## src/decode_regs.vh

```
`ifndef DECODE_REGS_VH
`define DECODE_REGS_VH
// apb register byte offsets
`define A_CTRL    8'h00
`define A_STATUS  8'h04
`define A_PC      8'h08
`define A_ACC     8'h0C
`define A_PSW     8'h10
`define A_TIMER   8'h14
`define A_PORTS   8'h18
`define A_EXP     8'h1C
`define A_OPCODE  8'h20
// ctrl fields
`define CTRL_RUN  0
`define CTRL_BANK 1
// status fields
`define ST_BUSY   0
`define ST_BADOP  1
`define ST_TOVF   2
`define ST_TIEN   3
`define ST_MODE   4
// reset values
`define RST_PC    12'h000
`define RST_BYTE  8'h00
`define RST_PORT  8'hFF
`define RST_EXP   16'h0000
// machine cycles per instruction
`define CYC_ONE   1
`define CYC_TWO   2
// default timer prescale, in pclk cycles per timer tick
`define TMR_DIV_DEF 32
`endif

```

## src/mcu_io_timer_instr_decode.v

```verilog
`timescale 1ns/1ns
`include "decode_regs.vh"

module mcu_io_timer_instr_decode #(
  parameter TIMER_DIV = `TMR_DIV_DEF,
  parameter STACK_AW  = 3,
  parameter DMEM_AW   = 6
) (
  input  wire        pclk,
  input  wire        presetn,
  input  wire        ce,
  input  wire        psel,
  input  wire        penable,
  input  wire        pwrite,
  input  wire [7:0]  paddr,
  input  wire [31:0] pwdata,
  output reg  [31:0] prdata,
  output wire        pready,
  output reg         pslverr,
  output reg  [11:0] prog_addr,
  output wire        prog_req,
  input  wire [7:0]  prog_data,
  input  wire        prog_ready,
  input  wire [7:0]  bus_in,
  output reg  [7:0]  bus_out,
  output reg         bus_oe,
  output reg         bus_rd_strobe,
  output reg         bus_wr_strobe,
  input  wire [7:0]  port1_in,
  input  wire [7:0]  port2_in,
  output reg  [7:0]  port1_out,
  output reg  [7:0]  port2_out,
  input  wire [15:0] exp_in,
  output reg  [15:0] exp_out,
  input  wire        count_in,
  output wire        timer_irq
);

  localparam S_FETCH = 2'd0;
  localparam S_OPER  = 2'd1;
  localparam S_EXEC  = 2'd2;
  localparam S_HOLD  = 2'd3;

  localparam K_NOP   = 5'd0;
  localparam K_INS   = 5'd1;
  localparam K_INP   = 5'd2;
  localparam K_OUTB  = 5'd3;
  localparam K_OUTP  = 5'd4;
  localparam K_ANLB  = 5'd5;
  localparam K_ANLP  = 5'd6;
  localparam K_ORLB  = 5'd7;
  localparam K_ORLP  = 5'd8;
  localparam K_AND_NIBBLE_EXPANDER_OP  = 5'd9;
  localparam K_OR_NIBBLE_EXPANDER_OP  = 5'd10;
  localparam K_MVDI  = 5'd11;
  localparam K_MVDO  = 5'd12;
  localparam K_DEC   = 5'd13;
  localparam K_INC   = 5'd14;
  localparam K_INCI  = 5'd15;
  localparam K_CALL  = 5'd16;
  localparam K_RET   = 5'd17;
  localparam K_RETURN_RESTORE_STATUS_OP  = 5'd18;
  localparam K_TEN   = 5'd19;
  localparam K_TDIS  = 5'd20;
  localparam K_MOVAT = 5'd21;
  localparam K_MOVTA = 5'd22;
  localparam K_STOP  = 5'd23;
  localparam K_SCNT  = 5'd24;
  localparam K_STMR  = 5'd25;
  localparam K_BAD   = 5'd26;

  localparam M_STOP  = 2'd0;
  localparam M_TIMER = 2'd1;
  localparam M_EVENT = 2'd2;

  localparam [7:0] DIV_LAST = TIMER_DIV - 1;

  // one-hot-free opcode classifier; p field 00/11 on port forms is not a port
  function [4:0] op_class;
    input [7:0] op;
    begin
      op_class = K_BAD;
      if (op == 8'h00) op_class = K_NOP;
      else if (op == 8'h08) op_class = K_INS;
      else if (op[7:2] == 6'b000010 && ^op[1:0]) op_class = K_INP;
      else if (op[6:0] == 7'h02) op_class = K_OUTB;
      else if (op[7:2] == 6'b001110 && ^op[1:0]) op_class = K_OUTP;
      else if (op == 8'h98) op_class = K_ANLB;
      else if (op[7:2] == 6'b100110 && ^op[1:0]) op_class = K_ANLP;
      else if (op == 8'h88) op_class = K_ORLB;
      else if (op[7:2] == 6'b100010 && ^op[1:0]) op_class = K_ORLP;
      else if (op[7:2] == 6'b100111) op_class = K_AND_NIBBLE_EXPANDER_OP;
      else if (op[7:2] == 6'b100011) op_class = K_OR_NIBBLE_EXPANDER_OP;
      else if (op[7:2] == 6'b000011) op_class = K_MVDI;
      else if (op[7:2] == 6'b001111) op_class = K_MVDO;
      else if (op[7:3] == 5'b11001) op_class = K_DEC;
      else if (op[7:3] == 5'b00011) op_class = K_INC;
      else if (op[7:1] == 7'b0001000) op_class = K_INCI;
      else if (op[4:0] == 5'b10100) op_class = K_CALL;
      else if (op == 8'h83) op_class = K_RET;
      else if (op == 8'h93) op_class = K_RETURN_RESTORE_STATUS_OP;
      else if (op == 8'h25) op_class = K_TEN;
      else if (op == 8'h35) op_class = K_TDIS;
      else if (op == 8'h42) op_class = K_MOVAT;
      else if (op == 8'h62) op_class = K_MOVTA;
      else if (op == 8'h65) op_class = K_STOP;
      else if (op == 8'h45) op_class = K_SCNT;
      else if (op[7:3] == 5'b01010) op_class = K_STMR;
    end
  endfunction

  function two_byte;
    input [4:0] k;
    begin
      two_byte = (k == K_ANLB) || (k == K_ANLP) || (k == K_ORLB) ||
                 (k == K_ORLP) || (k == K_CALL);
    end
  endfunction

  function [1:0] cycles;
    input [4:0] k;
    begin
      if (two_byte(k) || k == K_INS || k == K_INP || k == K_AND_NIBBLE_EXPANDER_OP ||
          k == K_MVDI || k == K_RET || k == K_RETURN_RESTORE_STATUS_OP)
        cycles = `CYC_TWO;
      else
        cycles = `CYC_ONE;
    end
  endfunction

  reg  [1:0]  state_reg;
  reg  [7:0]  opcode_reg;
  reg  [7:0]  imm_reg;
  reg  [11:0] pc_reg;
  reg  [7:0]  acc_reg;
  reg  [3:0]  psw_hi_reg;
  reg  [STACK_AW-1:0] sp_reg;
  reg  [15:0] stack_reg [0:(1<<STACK_AW)-1];
  reg  [7:0]  wreg_reg [0:7];
  reg  [7:0]  dmem_reg [0:(1<<DMEM_AW)-1];
  reg  [7:0]  timer_reg;
  reg  [7:0]  div_reg;
  reg  [1:0]  mode_reg;
  reg         tien_reg;
  reg         tovf_reg;
  reg         badop_reg;
  reg         run_reg;
  reg         bank_reg;
  reg         cnt_prev_reg;
  reg  [7:0]  bus_s1, bus_s2, p1_s1, p1_s2, p2_s1, p2_s2;
  reg  [15:0] exp_s1, exp_s2;
  reg         cnt_s1, cnt_s2;
  integer     i;

  wire [4:0]  kind = op_class(opcode_reg);
  wire [1:0]  pp = opcode_reg[1:0];
  wire [2:0]  rsel = opcode_reg[2:0];
  wire [STACK_AW-1:0] sp_dec = sp_reg - 1'b1;
  wire [15:0] popped = stack_reg[sp_dec];
  wire [DMEM_AW-1:0] dm_idx = wreg_reg[{2'b00, opcode_reg[0]}][DMEM_AW-1:0];
  wire [3:0]  exp_pin = exp_s2[{pp, 2'b00} +: 4];
  wire [3:0]  exp_lat = exp_out[{pp, 2'b00} +: 4];
  wire        exec = ce && state_reg == S_EXEC;
  wire        halted = !run_reg && state_reg == S_FETCH;
  wire        apb_wr = psel && penable && pwrite && ce;
  wire        tick_t = mode_reg == M_TIMER && div_reg == DIV_LAST;
  wire        tick_e = mode_reg == M_EVENT && cnt_s2 && !cnt_prev_reg;
  wire        tmr_inc = tick_t || tick_e;
  wire        tmr_wrap = tmr_inc && timer_reg == 8'hFF;
  wire        tovf_clr = apb_wr && paddr == `A_STATUS && pwdata[`ST_TOVF];
  wire        bad_clr = apb_wr && paddr == `A_STATUS && pwdata[`ST_BADOP];

  assign pready    = ce;
  assign prog_req  = (state_reg == S_FETCH && run_reg) || state_reg == S_OPER;
  assign timer_irq = tovf_reg && tien_reg;

  // pins from outside the clock domain pass two flops first
  always @(posedge pclk or negedge presetn)
  begin
    if (!presetn)
    begin
      bus_s1 <= `RST_BYTE;
      bus_s2 <= `RST_BYTE;
      p1_s1  <= `RST_BYTE;
      p1_s2  <= `RST_BYTE;
      p2_s1  <= `RST_BYTE;
      p2_s2  <= `RST_BYTE;
      exp_s1 <= `RST_EXP;
      exp_s2 <= `RST_EXP;
      cnt_s1 <= 1'b0;
      cnt_s2 <= 1'b0;
    end
    else if (ce)
    begin
      bus_s1 <= bus_in;
      bus_s2 <= bus_s1;
      p1_s1  <= port1_in;
      p1_s2  <= p1_s1;
      p2_s1  <= port2_in;
      p2_s2  <= p2_s1;
      exp_s1 <= exp_in;
      exp_s2 <= exp_s1;
      cnt_s1 <= count_in;
      cnt_s2 <= cnt_s1;
    end
  end

  // sequencer: fetch opcode, optional second byte, execute, optional pad
  always @(posedge pclk or negedge presetn)
  begin
    if (!presetn)
    begin
      state_reg  <= S_FETCH;
      opcode_reg <= `RST_BYTE;
      imm_reg    <= `RST_BYTE;
      prog_addr  <= `RST_PC;
    end
    else if (ce)
    begin
      case (state_reg)
        S_FETCH:
          if (run_reg && prog_ready)
          begin
            opcode_reg <= prog_data;
            prog_addr  <= prog_addr + 1'b1;
            state_reg  <= two_byte(op_class(prog_data)) ? S_OPER : S_EXEC;
          end
          else if (halted)
            prog_addr <= pc_reg;
        S_OPER:
          if (prog_ready)
          begin
            imm_reg   <= prog_data;
            prog_addr <= prog_addr + 1'b1;
            state_reg <= S_EXEC;
          end
        S_EXEC:
        begin
          if (kind == K_CALL)
            prog_addr <= {bank_reg, opcode_reg[7:5], imm_reg};
          else if (kind == K_RET || kind == K_RETURN_RESTORE_STATUS_OP)
            prog_addr <= popped[11:0];
          // pad a 1-byte, 2-cycle op; 2-byte ops spent their second cycle fetching
          state_reg <= (cycles(kind) == `CYC_TWO && !two_byte(kind)) ? S_HOLD : S_FETCH;
        end
        default:
          state_reg <= S_FETCH;
      endcase
    end
  end

  always @*
  begin
    pc_reg = prog_addr;
  end

  // datapath and apb-writable state
  always @(posedge pclk or negedge presetn)
  begin
    if (!presetn)
    begin
      acc_reg       <= `RST_BYTE;
      psw_hi_reg    <= 4'h0;
      sp_reg        <= {STACK_AW{1'b0}};
      bus_out       <= `RST_BYTE;
      bus_oe        <= 1'b0;
      bus_rd_strobe <= 1'b0;
      bus_wr_strobe <= 1'b0;
      port1_out     <= `RST_PORT;
      port2_out     <= `RST_PORT;
      exp_out       <= `RST_EXP;
      tien_reg      <= 1'b0;
      mode_reg      <= M_STOP;
      badop_reg     <= 1'b0;
      run_reg       <= 1'b0;
      bank_reg      <= 1'b0;
      for (i = 0; i < 8; i = i + 1)
        wreg_reg[i] <= `RST_BYTE;
      for (i = 0; i < (1 << STACK_AW); i = i + 1)
        stack_reg[i] <= 16'h0000;
      for (i = 0; i < (1 << DMEM_AW); i = i + 1)
        dmem_reg[i] <= `RST_BYTE;
    end
    else if (ce)
    begin
      bus_rd_strobe <= exec && kind == K_INS;
      bus_wr_strobe <= exec && (kind == K_OUTB || kind == K_ANLB || kind == K_ORLB);
      if (apb_wr && paddr == `A_CTRL)
      begin
        run_reg  <= pwdata[`CTRL_RUN];
        bank_reg <= pwdata[`CTRL_BANK];
      end
      if (apb_wr && paddr == `A_ACC && halted)
        acc_reg <= pwdata[7:0];
      // a fresh bad opcode beats a software clear in the same cycle
      if (exec && kind == K_BAD)
        badop_reg <= 1'b1;
      else if (bad_clr)
        badop_reg <= 1'b0;
      // status upper nibble only moves on the restoring return
      if (exec)
      begin
        case (kind)
          K_INS: acc_reg <= bus_s2;
          K_INP: acc_reg <= pp[0] ? p1_s2 : p2_s2;
          K_OUTB:
          begin
            bus_out <= acc_reg;
            bus_oe  <= 1'b1;
          end
          K_OUTP:
            if (pp[0]) port1_out <= acc_reg;
            else port2_out <= acc_reg;
          K_ANLB:
          begin
            bus_out <= bus_out & imm_reg;
            bus_oe  <= 1'b1;
          end
          K_ANLP:
            if (pp[0]) port1_out <= port1_out & imm_reg;
            else port2_out <= port2_out & imm_reg;
          K_ORLB:
          begin
            bus_out <= bus_out | imm_reg;
            bus_oe  <= 1'b1;
          end
          K_ORLP:
            if (pp[0]) port1_out <= port1_out | imm_reg;
            else port2_out <= port2_out | imm_reg;
          K_AND_NIBBLE_EXPANDER_OP: exp_out[{pp, 2'b00} +: 4] <= exp_lat & acc_reg[3:0];
          K_OR_NIBBLE_EXPANDER_OP: exp_out[{pp, 2'b00} +: 4] <= exp_lat | acc_reg[3:0];
          K_MVDI: acc_reg <= {4'h0, exp_pin};
          K_MVDO: exp_out[{pp, 2'b00} +: 4] <= acc_reg[3:0];
          K_DEC: wreg_reg[rsel] <= wreg_reg[rsel] - 1'b1;
          K_INC: wreg_reg[rsel] <= wreg_reg[rsel] + 1'b1;
          K_INCI: dmem_reg[dm_idx] <= dmem_reg[dm_idx] + 1'b1;
          K_CALL:
          begin
            stack_reg[sp_reg] <= {psw_hi_reg, prog_addr};
            sp_reg <= sp_reg + 1'b1;
          end
          K_RET: sp_reg <= sp_dec;
          K_RETURN_RESTORE_STATUS_OP:
          begin
            sp_reg     <= sp_dec;
            psw_hi_reg <= popped[15:12];
          end
          K_TEN: tien_reg <= 1'b1;
          K_TDIS: tien_reg <= 1'b0;
          K_MOVAT: acc_reg <= timer_reg;
          K_STOP: mode_reg <= M_STOP;
          K_SCNT: mode_reg <= M_EVENT;
          K_STMR: mode_reg <= M_TIMER;
          default: bus_oe <= bus_oe;
        endcase
      end
      else if (state_reg == S_HOLD && kind == K_INS)
        bus_oe <= 1'b0;
    end
  end

  // timer: a load from the accumulator beats a tick in the same cycle
  always @(posedge pclk or negedge presetn)
  begin
    if (!presetn)
    begin
      timer_reg    <= `RST_BYTE;
      div_reg      <= `RST_BYTE;
      tovf_reg     <= 1'b0;
      cnt_prev_reg <= 1'b0;
    end
    else if (ce)
    begin
      cnt_prev_reg <= cnt_s2;
      if (mode_reg != M_TIMER || div_reg == DIV_LAST)
        div_reg <= `RST_BYTE;
      else
        div_reg <= div_reg + 1'b1;
      if (exec && kind == K_MOVTA)
        timer_reg <= acc_reg;
      else if (tmr_inc)
        timer_reg <= timer_reg + 1'b1;
      if (tmr_wrap && !(exec && kind == K_MOVTA))
        tovf_reg <= 1'b1;
      else if (tovf_clr)
        tovf_reg <= 1'b0;
    end
  end

  // apb read data captured in setup so the access phase shows flops
  always @(posedge pclk or negedge presetn)
  begin
    if (!presetn)
    begin
      prdata  <= 32'h00000000;
      pslverr <= 1'b0;
    end
    else if (ce && psel && !penable)
    begin
      pslverr <= 1'b0;
      prdata  <= 32'h00000000;
      if (paddr == `A_CTRL)
        prdata <= {30'h0, bank_reg, run_reg};
      else if (paddr == `A_STATUS)
        prdata <= {26'h0, mode_reg, tien_reg, tovf_reg, badop_reg,
                   state_reg != S_FETCH};
      else if (paddr == `A_PC)
        prdata <= {20'h0, prog_addr};
      else if (paddr == `A_ACC)
        prdata <= {24'h0, acc_reg};
      else if (paddr == `A_PSW)
        prdata <= {24'h0, psw_hi_reg, 1'b1, {(3-STACK_AW){1'b0}}, sp_reg};
      else if (paddr == `A_TIMER)
        prdata <= {24'h0, timer_reg};
      else if (paddr == `A_PORTS)
        prdata <= {8'h0, port2_out, port1_out, bus_out};
      else if (paddr == `A_EXP)
        prdata <= {16'h0, exp_out};
      else if (paddr == `A_OPCODE)
        prdata <= {24'h0, opcode_reg};
      else
        pslverr <= 1'b1;
    end
  end

endmodule // mcu_io_timer_instr_decode

```

## config.mk

```make
export PLATFORM = sky130hd
export DESIGN_NAME = mcu_io_timer_instr_decode
export DESIGN_NICKNAME = d
export VERILOG_FILES = /design/src/mcu_io_timer_instr_decode.v
export VERILOG_INCLUDE_DIRS = /design/src
export SDC_FILE = /design/constraint.sdc
export NUM_CORES = 1
export LEC_CHECK = 0
export BUFFER_PORTS_ARGS = -buffer_cell sky130_fd_sc_hd__buf_2
export CAP_MARGIN = 20
export CELL_PAD_IN_SITES_DETAIL_PLACEMENT = 0
export CELL_PAD_IN_SITES_GLOBAL_PLACEMENT = 1
export CORE_MARGIN = 2
export CORE_UTILIZATION = 40
export DETAILED_ROUTE_END_ITERATION = 12
export GPL_ROUTABILITY_DRIVEN = 0
export PLACE_DENSITY = 0.77
export SLEW_MARGIN = 40
export SYNTH_ARGS = -nofsm -noshare
export SYNTH_HDL_FRONTEND = slang
export SYNTH_SLANG_ARGS = --single-unit
```

## constraint.sdc

```tcl
create_clock -name pclk -period 5.65 [get_ports pclk]
set_input_delay 1.13 -clock pclk [delete_from_list [all_inputs] [get_ports pclk]]
set_output_delay 1.13 -clock pclk [all_outputs]
set_load 0.1 [all_outputs]
```

; Word level (Yosys, flattened, before mapping)
; Cells that the tools add are included.
; Widths: inputs -> output; s select.
[totals]
ff_bits = 355
latchBits = 0
ramBits = 0
romBits = 0
inputBits = 96
output_inout_bits = 91
memories = 0
[classes]
n_addsub = 6
n_mul = 0
div_mod_pow = 0
n_lt_le_gt_ge = 3
n_eq_ne = 105
shift = 6
mux = 122
n_bitwise = 10
reduce_logical = 99
[op_table]
columns = operator, n
row1 = $mux 5, 35
row2 = $mux 24, 7
row3 = $bwmux 128, 1
row4 = $mux 8, 13
row5 = $eq 5x5->1 const B, 16
row6 = $eq 8x8->1 const B, 9
row7 = $pmux 8 s3, 3
row8 = $eq 8x7->1 const B, 8
row9 = $mux 16, 4
row10 = $mux 4, 16
row11 = $bmux 16 s3, 1
row12 = $bwmux 16, 3
row13 = $demux 16 s3, 1
row14 = $eq 6x6->1 const B, 8
row15 = $mux 12, 4
row16 = $pmux 16 s3, 1
row17 = $shiftx 4x6->16, 3
row18 = $eq 5x4->1 const B, 8
row19 = $eq 8x5->1 const B, 5
row20 = $eq 8x6->1 const B, 5
row21 = $logic_and 1x1->1, 36
row22 = $pmux 12 s3, 1
row23 = $eq 5x3->1 const B, 7
row24 = $reduce_and 3->1, 11
row25 = other kinds (45), 145

; Longest topological paths before layout
[depth]
word_depth = 45
ltp_mapped = 15
ltp_nobuf = 9

; Least setup slack after synthesis
; Ideal clock, no wire load.
[synth_timing]
kind = register -> register
startpoint = reg opcode_reg[0]
endpoint = reg psw_hi_reg[1]
setup_time_ns = 0.125
t_arrival_ns = 3.785
required_ns = 5.525
setup_slack_ns = 1.740
stages_incl_launch_ff = 14
path_cell_list = dfrtp_1 clkbuf_1 buf_1 inv_1 clkbuf_1 ha_1 clkbuf_1 a21oi_1 nor3_1 o21ai_2 nand4_1 or3_1 nor2_4 mux2_2
[synth_via]
elab_chain_len = 28
elab_cells_between_ends = 46
cone_classes = eq/ne: 14 / mux: 25 / reduce/logical: 7
[synth_lines]
columns = item, line
row1 = start: declaration, mcu_io_timer_instr_decode.v:132  ; reg [7:0] opcode_reg;
row2 = start signal: assignment, mcu_io_timer_instr_decode.v:214  ; opcode_reg <= `RST_BYTE;
row3 = start signal: assignment, mcu_io_timer_instr_decode.v:224  ; opcode_reg <= prog_data;
row4 = $eq 8x7->1, mcu_io_timer_instr_decode.v:107  ; else if (op == 8'h45) op_class = K_SCNT;
row5 = $mux 2, mcu_io_timer_instr_decode.v:107
row6 = $mux 4, mcu_io_timer_instr_decode.v:106  ; else if (op == 8'h65) op_class = K_STOP;
row7 = $mux 4, mcu_io_timer_instr_decode.v:105  ; else if (op == 8'h62) op_class = K_MOVTA;
row8 = $mux 4, mcu_io_timer_instr_decode.v:104  ; else if (op == 8'h42) op_class = K_MOVAT;
row9 = $mux 4, mcu_io_timer_instr_decode.v:103  ; else if (op == 8'h35) op_class = K_TDIS;
row10 = $mux 4, mcu_io_timer_instr_decode.v:102  ; else if (op == 8'h25) op_class = K_TEN;
row11 = $mux 4, mcu_io_timer_instr_decode.v:101  ; else if (op == 8'h93) op_class = K_RETURN_RESTORE_STATUS_OP;
row12 = [12 not listed], -
row13 = $mux 5, mcu_io_timer_instr_decode.v:88  ; else if (op == 8'h98) op_class = K_ANLB;
row14 = $mux 5, mcu_io_timer_instr_decode.v:87  ; else if (op[7:2] == 6'b001110 && ^op[1:0]) op_class = K_OUTP;
row15 = $mux 5, mcu_io_timer_instr_decode.v:86  ; else if (op[6:0] == 7'h02) op_class = K_OUTB;
row16 = $mux 5, mcu_io_timer_instr_decode.v:85  ; else if (op[7:2] == 6'b000010 && ^op[1:0]) op_class = K_INP;
row17 = $mux 5, mcu_io_timer_instr_decode.v:84  ; else if (op == 8'h08) op_class = K_INS;
row18 = $mux 5 (*), mcu_io_timer_instr_decode.v:83  ; if (op == 8'h00) op_class = K_NOP;
row19 = $eq 5x5->1 (*), mcu_io_timer_instr_decode.v:303  ; case (kind)
row20 = $reduce_and 3->1 (no source line) (*), -
row21 = end signal: assignment, mcu_io_timer_instr_decode.v:346  ; psw_hi_reg <= popped[15:12];
row22 = end: declaration, mcu_io_timer_instr_decode.v:136  ; reg [3:0] psw_hi_reg;
; Mark *: on every way between the ends. The rest lies on a longest branch, timed or not.
; A chain may end at the register's enable or synchronous reset.

; Worst setup path in the final report
[layout_timing]
startpoint = reg opcode_reg[0]
endpoint = reg prog_addr[1]
[layout_via]
elab_chain_len = 30
elab_cells_between_ends = 52
cone_classes = eq/ne: 17 / mux: 27 / reduce/logical: 8
[layout_lines]
columns = item, line
row1 = $eq 8x7->1, mcu_io_timer_instr_decode.v:107
row2 = $mux 2, mcu_io_timer_instr_decode.v:107
row3 = $mux 4, mcu_io_timer_instr_decode.v:106
row4 = $mux 4, mcu_io_timer_instr_decode.v:105
row5 = $mux 4, mcu_io_timer_instr_decode.v:104
row6 = $mux 4, mcu_io_timer_instr_decode.v:103
row7 = $mux 4, mcu_io_timer_instr_decode.v:102
row8 = $mux 4, mcu_io_timer_instr_decode.v:101
row9 = [14 not listed], -
row10 = $mux 5, mcu_io_timer_instr_decode.v:86
row11 = $mux 5, mcu_io_timer_instr_decode.v:85
row12 = $mux 5, mcu_io_timer_instr_decode.v:84
row13 = $mux 5 (*), mcu_io_timer_instr_decode.v:83
row14 = $eq 5x5->1, mcu_io_timer_instr_decode.v:241  ; else if (kind == K_RET || kind == K_RETURN_RESTORE_STATUS_OP)
row15 = $logic_or 1x1->1, mcu_io_timer_instr_decode.v:241
row16 = $ne 3x1->1 (no source line), -
row17 = $reduce_and 5->1 (no source line), -
row18 = end signal: assignment, mcu_io_timer_instr_decode.v:234  ; prog_addr <= prog_addr + 1'b1;
row19 = end signal: assignment, mcu_io_timer_instr_decode.v:240  ; prog_addr <= {bank_reg, opcode_reg[7:5], imm_reg};
row20 = end signal: assignment, mcu_io_timer_instr_decode.v:242  ; prog_addr <= popped[11:0];
row21 = end: declaration, mcu_io_timer_instr_decode.v:20  ; output reg [11:0] prog_addr,
; Marks and branches as above.

==> metrics <==
status=complete, no violations; Setup crit start kind=flip-flop; Worst EP arrival=4.80 ns; clock slew at reported path FFs=0.06 ns; Internal=0.00444 W; type of destination of the critical path=flip-flop; Yosys reg bits=347; PwrDens=325 mW/mm2; Syn Area/Cell=11.2 um2; DRC errors left=0; Power Total=0.00668 W; Routed wire per std cell=22.3 um; via count=13,900; CTS root buf=clkbuf_16; Boundary Pins=187; number of setup buffers added after CTS=0; Net count, final=1,831; fraction of layout cells with a size suffix above 1=32.4%; final setup TNS=0 ns; Slew Limit Fails=0; initial antenna violation count=2; Buffers on Ports=154; post-detail-place hpwl=35.9 mm; routed vias/inst=5.92; Layout Skew=0.0292 ns; most frequent cells in the layout=330 x dfrtp_1, 227 x mux2_2, 152 x buf_2, 143 x nand2_1, 93 x o21ai_0; Yosys warning count=0; Die Span X=217 um; CTS sink cnt=347; RSZ-0062 raised after global routing=no; Post-synth EDFFs=0; Clock Power Share=36.8%; Initial DRC Count=1,289; Tot GR Track Use=22.4%; pre-CTS setup slack=1.40 ns; Post-DRT Antenna Nets=0; drt pass-1 iters=5; site row count=77; cts hold-fix bufs=0; Max IR drop VDD=0.000191 V; total congestion overflow=0; Tcrit/Tclk final=77.3%; switching part of the total=33.5%; Switch Pwr=0.00224 W; cts bufs inserted=38; Slew HR=41.5%; initial core utilization=40.8%; Area Growth Syn to Fin=13.7%; post_cts resized=0; H-tree levels=2; FILL cells=4,061; Core Region=0.0444 mm2; Main synth FF type=dfrtp_1; most common cell after layout, fill and taps aside=dfrtp_1; final hold vios=0; drt total wl=52.3 mm; die area=0.0470 mm2; min-delay worst type=reg2reg; Yosys cell types=94; multi-input logic area=0.00876 mm2; register area=0.00870 mm2; MaxCap Viol Count=0; WS Path Type=reg2reg; largest net degree at the start of global routing=118; Gate Count Post-Synth=1,621; worst slew pin tran=0.874 ns; part of the power in registers=46.4%; Comb power frac=16.8%; Data required, critical path=6.08 ns; setup ws final=1.28 ns; final setup vio count=0; Final min period=4.37 ns; Clock Path Buffers=3; TritonCTS clock tree=yes; vias in the first global route=13,600; Die Ht=217 um; Leak=9.47 nW; Post-synth ARST share=100%; Synth Cell Area=0.0181 mm2; global-route wire length before repair=81.7 mm; flop2flop setup slack=1.28 ns; max reg flops=128; peak fanout along the critical path=22; Clock Latency Late Sink=0.57 ns; Max Fclk=229 MHz; register area share after synthesis=48.1%
==> cells by family after synthesis <==
| kind of cell | Yosys count | share of synthesized area [%] |
|---|---|---|
| buffers and inverters | 161 | 3.92 |
| AND/OR/NAND/NOR | 453 | 13.1 |
| other | 1 | 0.0207 |
| adder cells (fa/ha/maj) | 15 | 1.02 |
| flip-flops | 347 | 48.1 |
| AO/OA/AOI/OAI | 334 | 12.5 |
| XOR/XNOR | 14 | 0.677 |
| multiplexers | 296 | 20.7 |
==> path summary, 6_finish.rpt <==
kind,startpoint,end,depth (start not counted)
max reg2reg,opcode_reg[0]$_DFFE_PN0P_,prog_addr[1]$_DFFE_PN0P_,9
max in group asynchronous,presetn,imm_reg[5]$_DFFE_PN0P_,3
min in group asynchronous,presetn,stack_reg[45]$_DFFE_PN0P_,1
min reg2reg,stack_reg[32]$_DFFE_PN0P_,stack_reg[32]$_DFFE_PN0P_,2
min,stack_reg[32]$_DFFE_PN0P_,stack_reg[32]$_DFFE_PN0P_,2
max,opcode_reg[0]$_DFFE_PN0P_,prog_addr[1]$_DFFE_PN0P_,9
==> cell usage after synthesis, types with 12 or more instances <==
cell type  instances  share of area [%]
dfrtp_1          331                 46
mux2_2           227                 14
nand2_1          143                3.0
o21ai_0           94                2.6
nor2_1            74                1.5
clkbuf_1          70                1.5
nand3_1           70                1.9
a21oi_1           67                1.9
mux4_2            40                5.0
nor3_1            32               0.88
buf_2             30               0.83
inv_1             29               0.60
a22oi_1           26                1.1
mux2i_1           25                1.4
a21o_1            17               0.70
dfstp_2           16                2.3
a222oi_1          15               0.83
and2_1            15               0.52
nand4_1           15               0.52
a22o_1            14               0.68
buf_4             14               0.58
ha_1              14               0.97
nor2b_1           14               0.48
buf_1             13               0.27
a31oi_1           12               0.41
and3_1            12               0.41
==> worst max-delay path, stage by stage, from the launching register on <==
cell	delay, ns
dfrtp_1	0.37
inv_1	0.47
ha_1	0.78
nand4b_2	0.60
o31ai_4	0.24
nor3b_1	0.09
a211o_1	0.31
o211a_2	0.19
o41ai_4	0.79
mux2_1	0.39
==> per-layer routing <==
layer	share of wire (%)	up-vias	GRT usage (%)
met5	0	-	0
li1	-	6206	-
met2	47	541	35.9
met1	44	7028	30.9
met3	7.2	88	4.39
met4	2.5	0	6.39
==> through the flow <==
| stage | hold slack, ns | instance area [um2] | util [%] | instances |
|---|---|---|---|---|
| 3_5_place_dp | 0.469 | 19400 | 43.6 | 2273 |
| 3_3_place_gp | 0.460 | 19300 | 43.5 | 2272 |
| 6_report | 0.479 | 20600 | 46.3 | 2342 |
| 2_1_floorplan | 0.445 | 18100 | - | 1628 |
| 5_1_grt | 0.509 | 20600 | 46.3 | 2341 |
| 4_1_cts | 0.483 | 20600 | 46.3 | 2340 |
==> power groups by stage <==
stage	combinational [W]	clock (W)	sequential [W]
floorplan	0.000672	0	0.00311
finish	0.00112	0.00246	0.00310
detailed placement	0.00112	0	0.00313
CTS	0.00112	0.00250	0.00309
global placement	0.00110	0	0.00313
global route	0.00121	0.00261	0.00312
==> final cells by class <==
cell class                      instances  area share, %
Sequential cell                       347           42.3
Clock inverter                         13          0.626
Timing Repair Buffer                  182           5.05
Multi-Input combinational cell       1120           42.6
Clock buffer                           54           5.26
Inverter                               32          0.584
Tap cell                              592           3.60
Antenna cell                            2         0.0243
No activity file was read; power rests on OpenSTA's default activity.
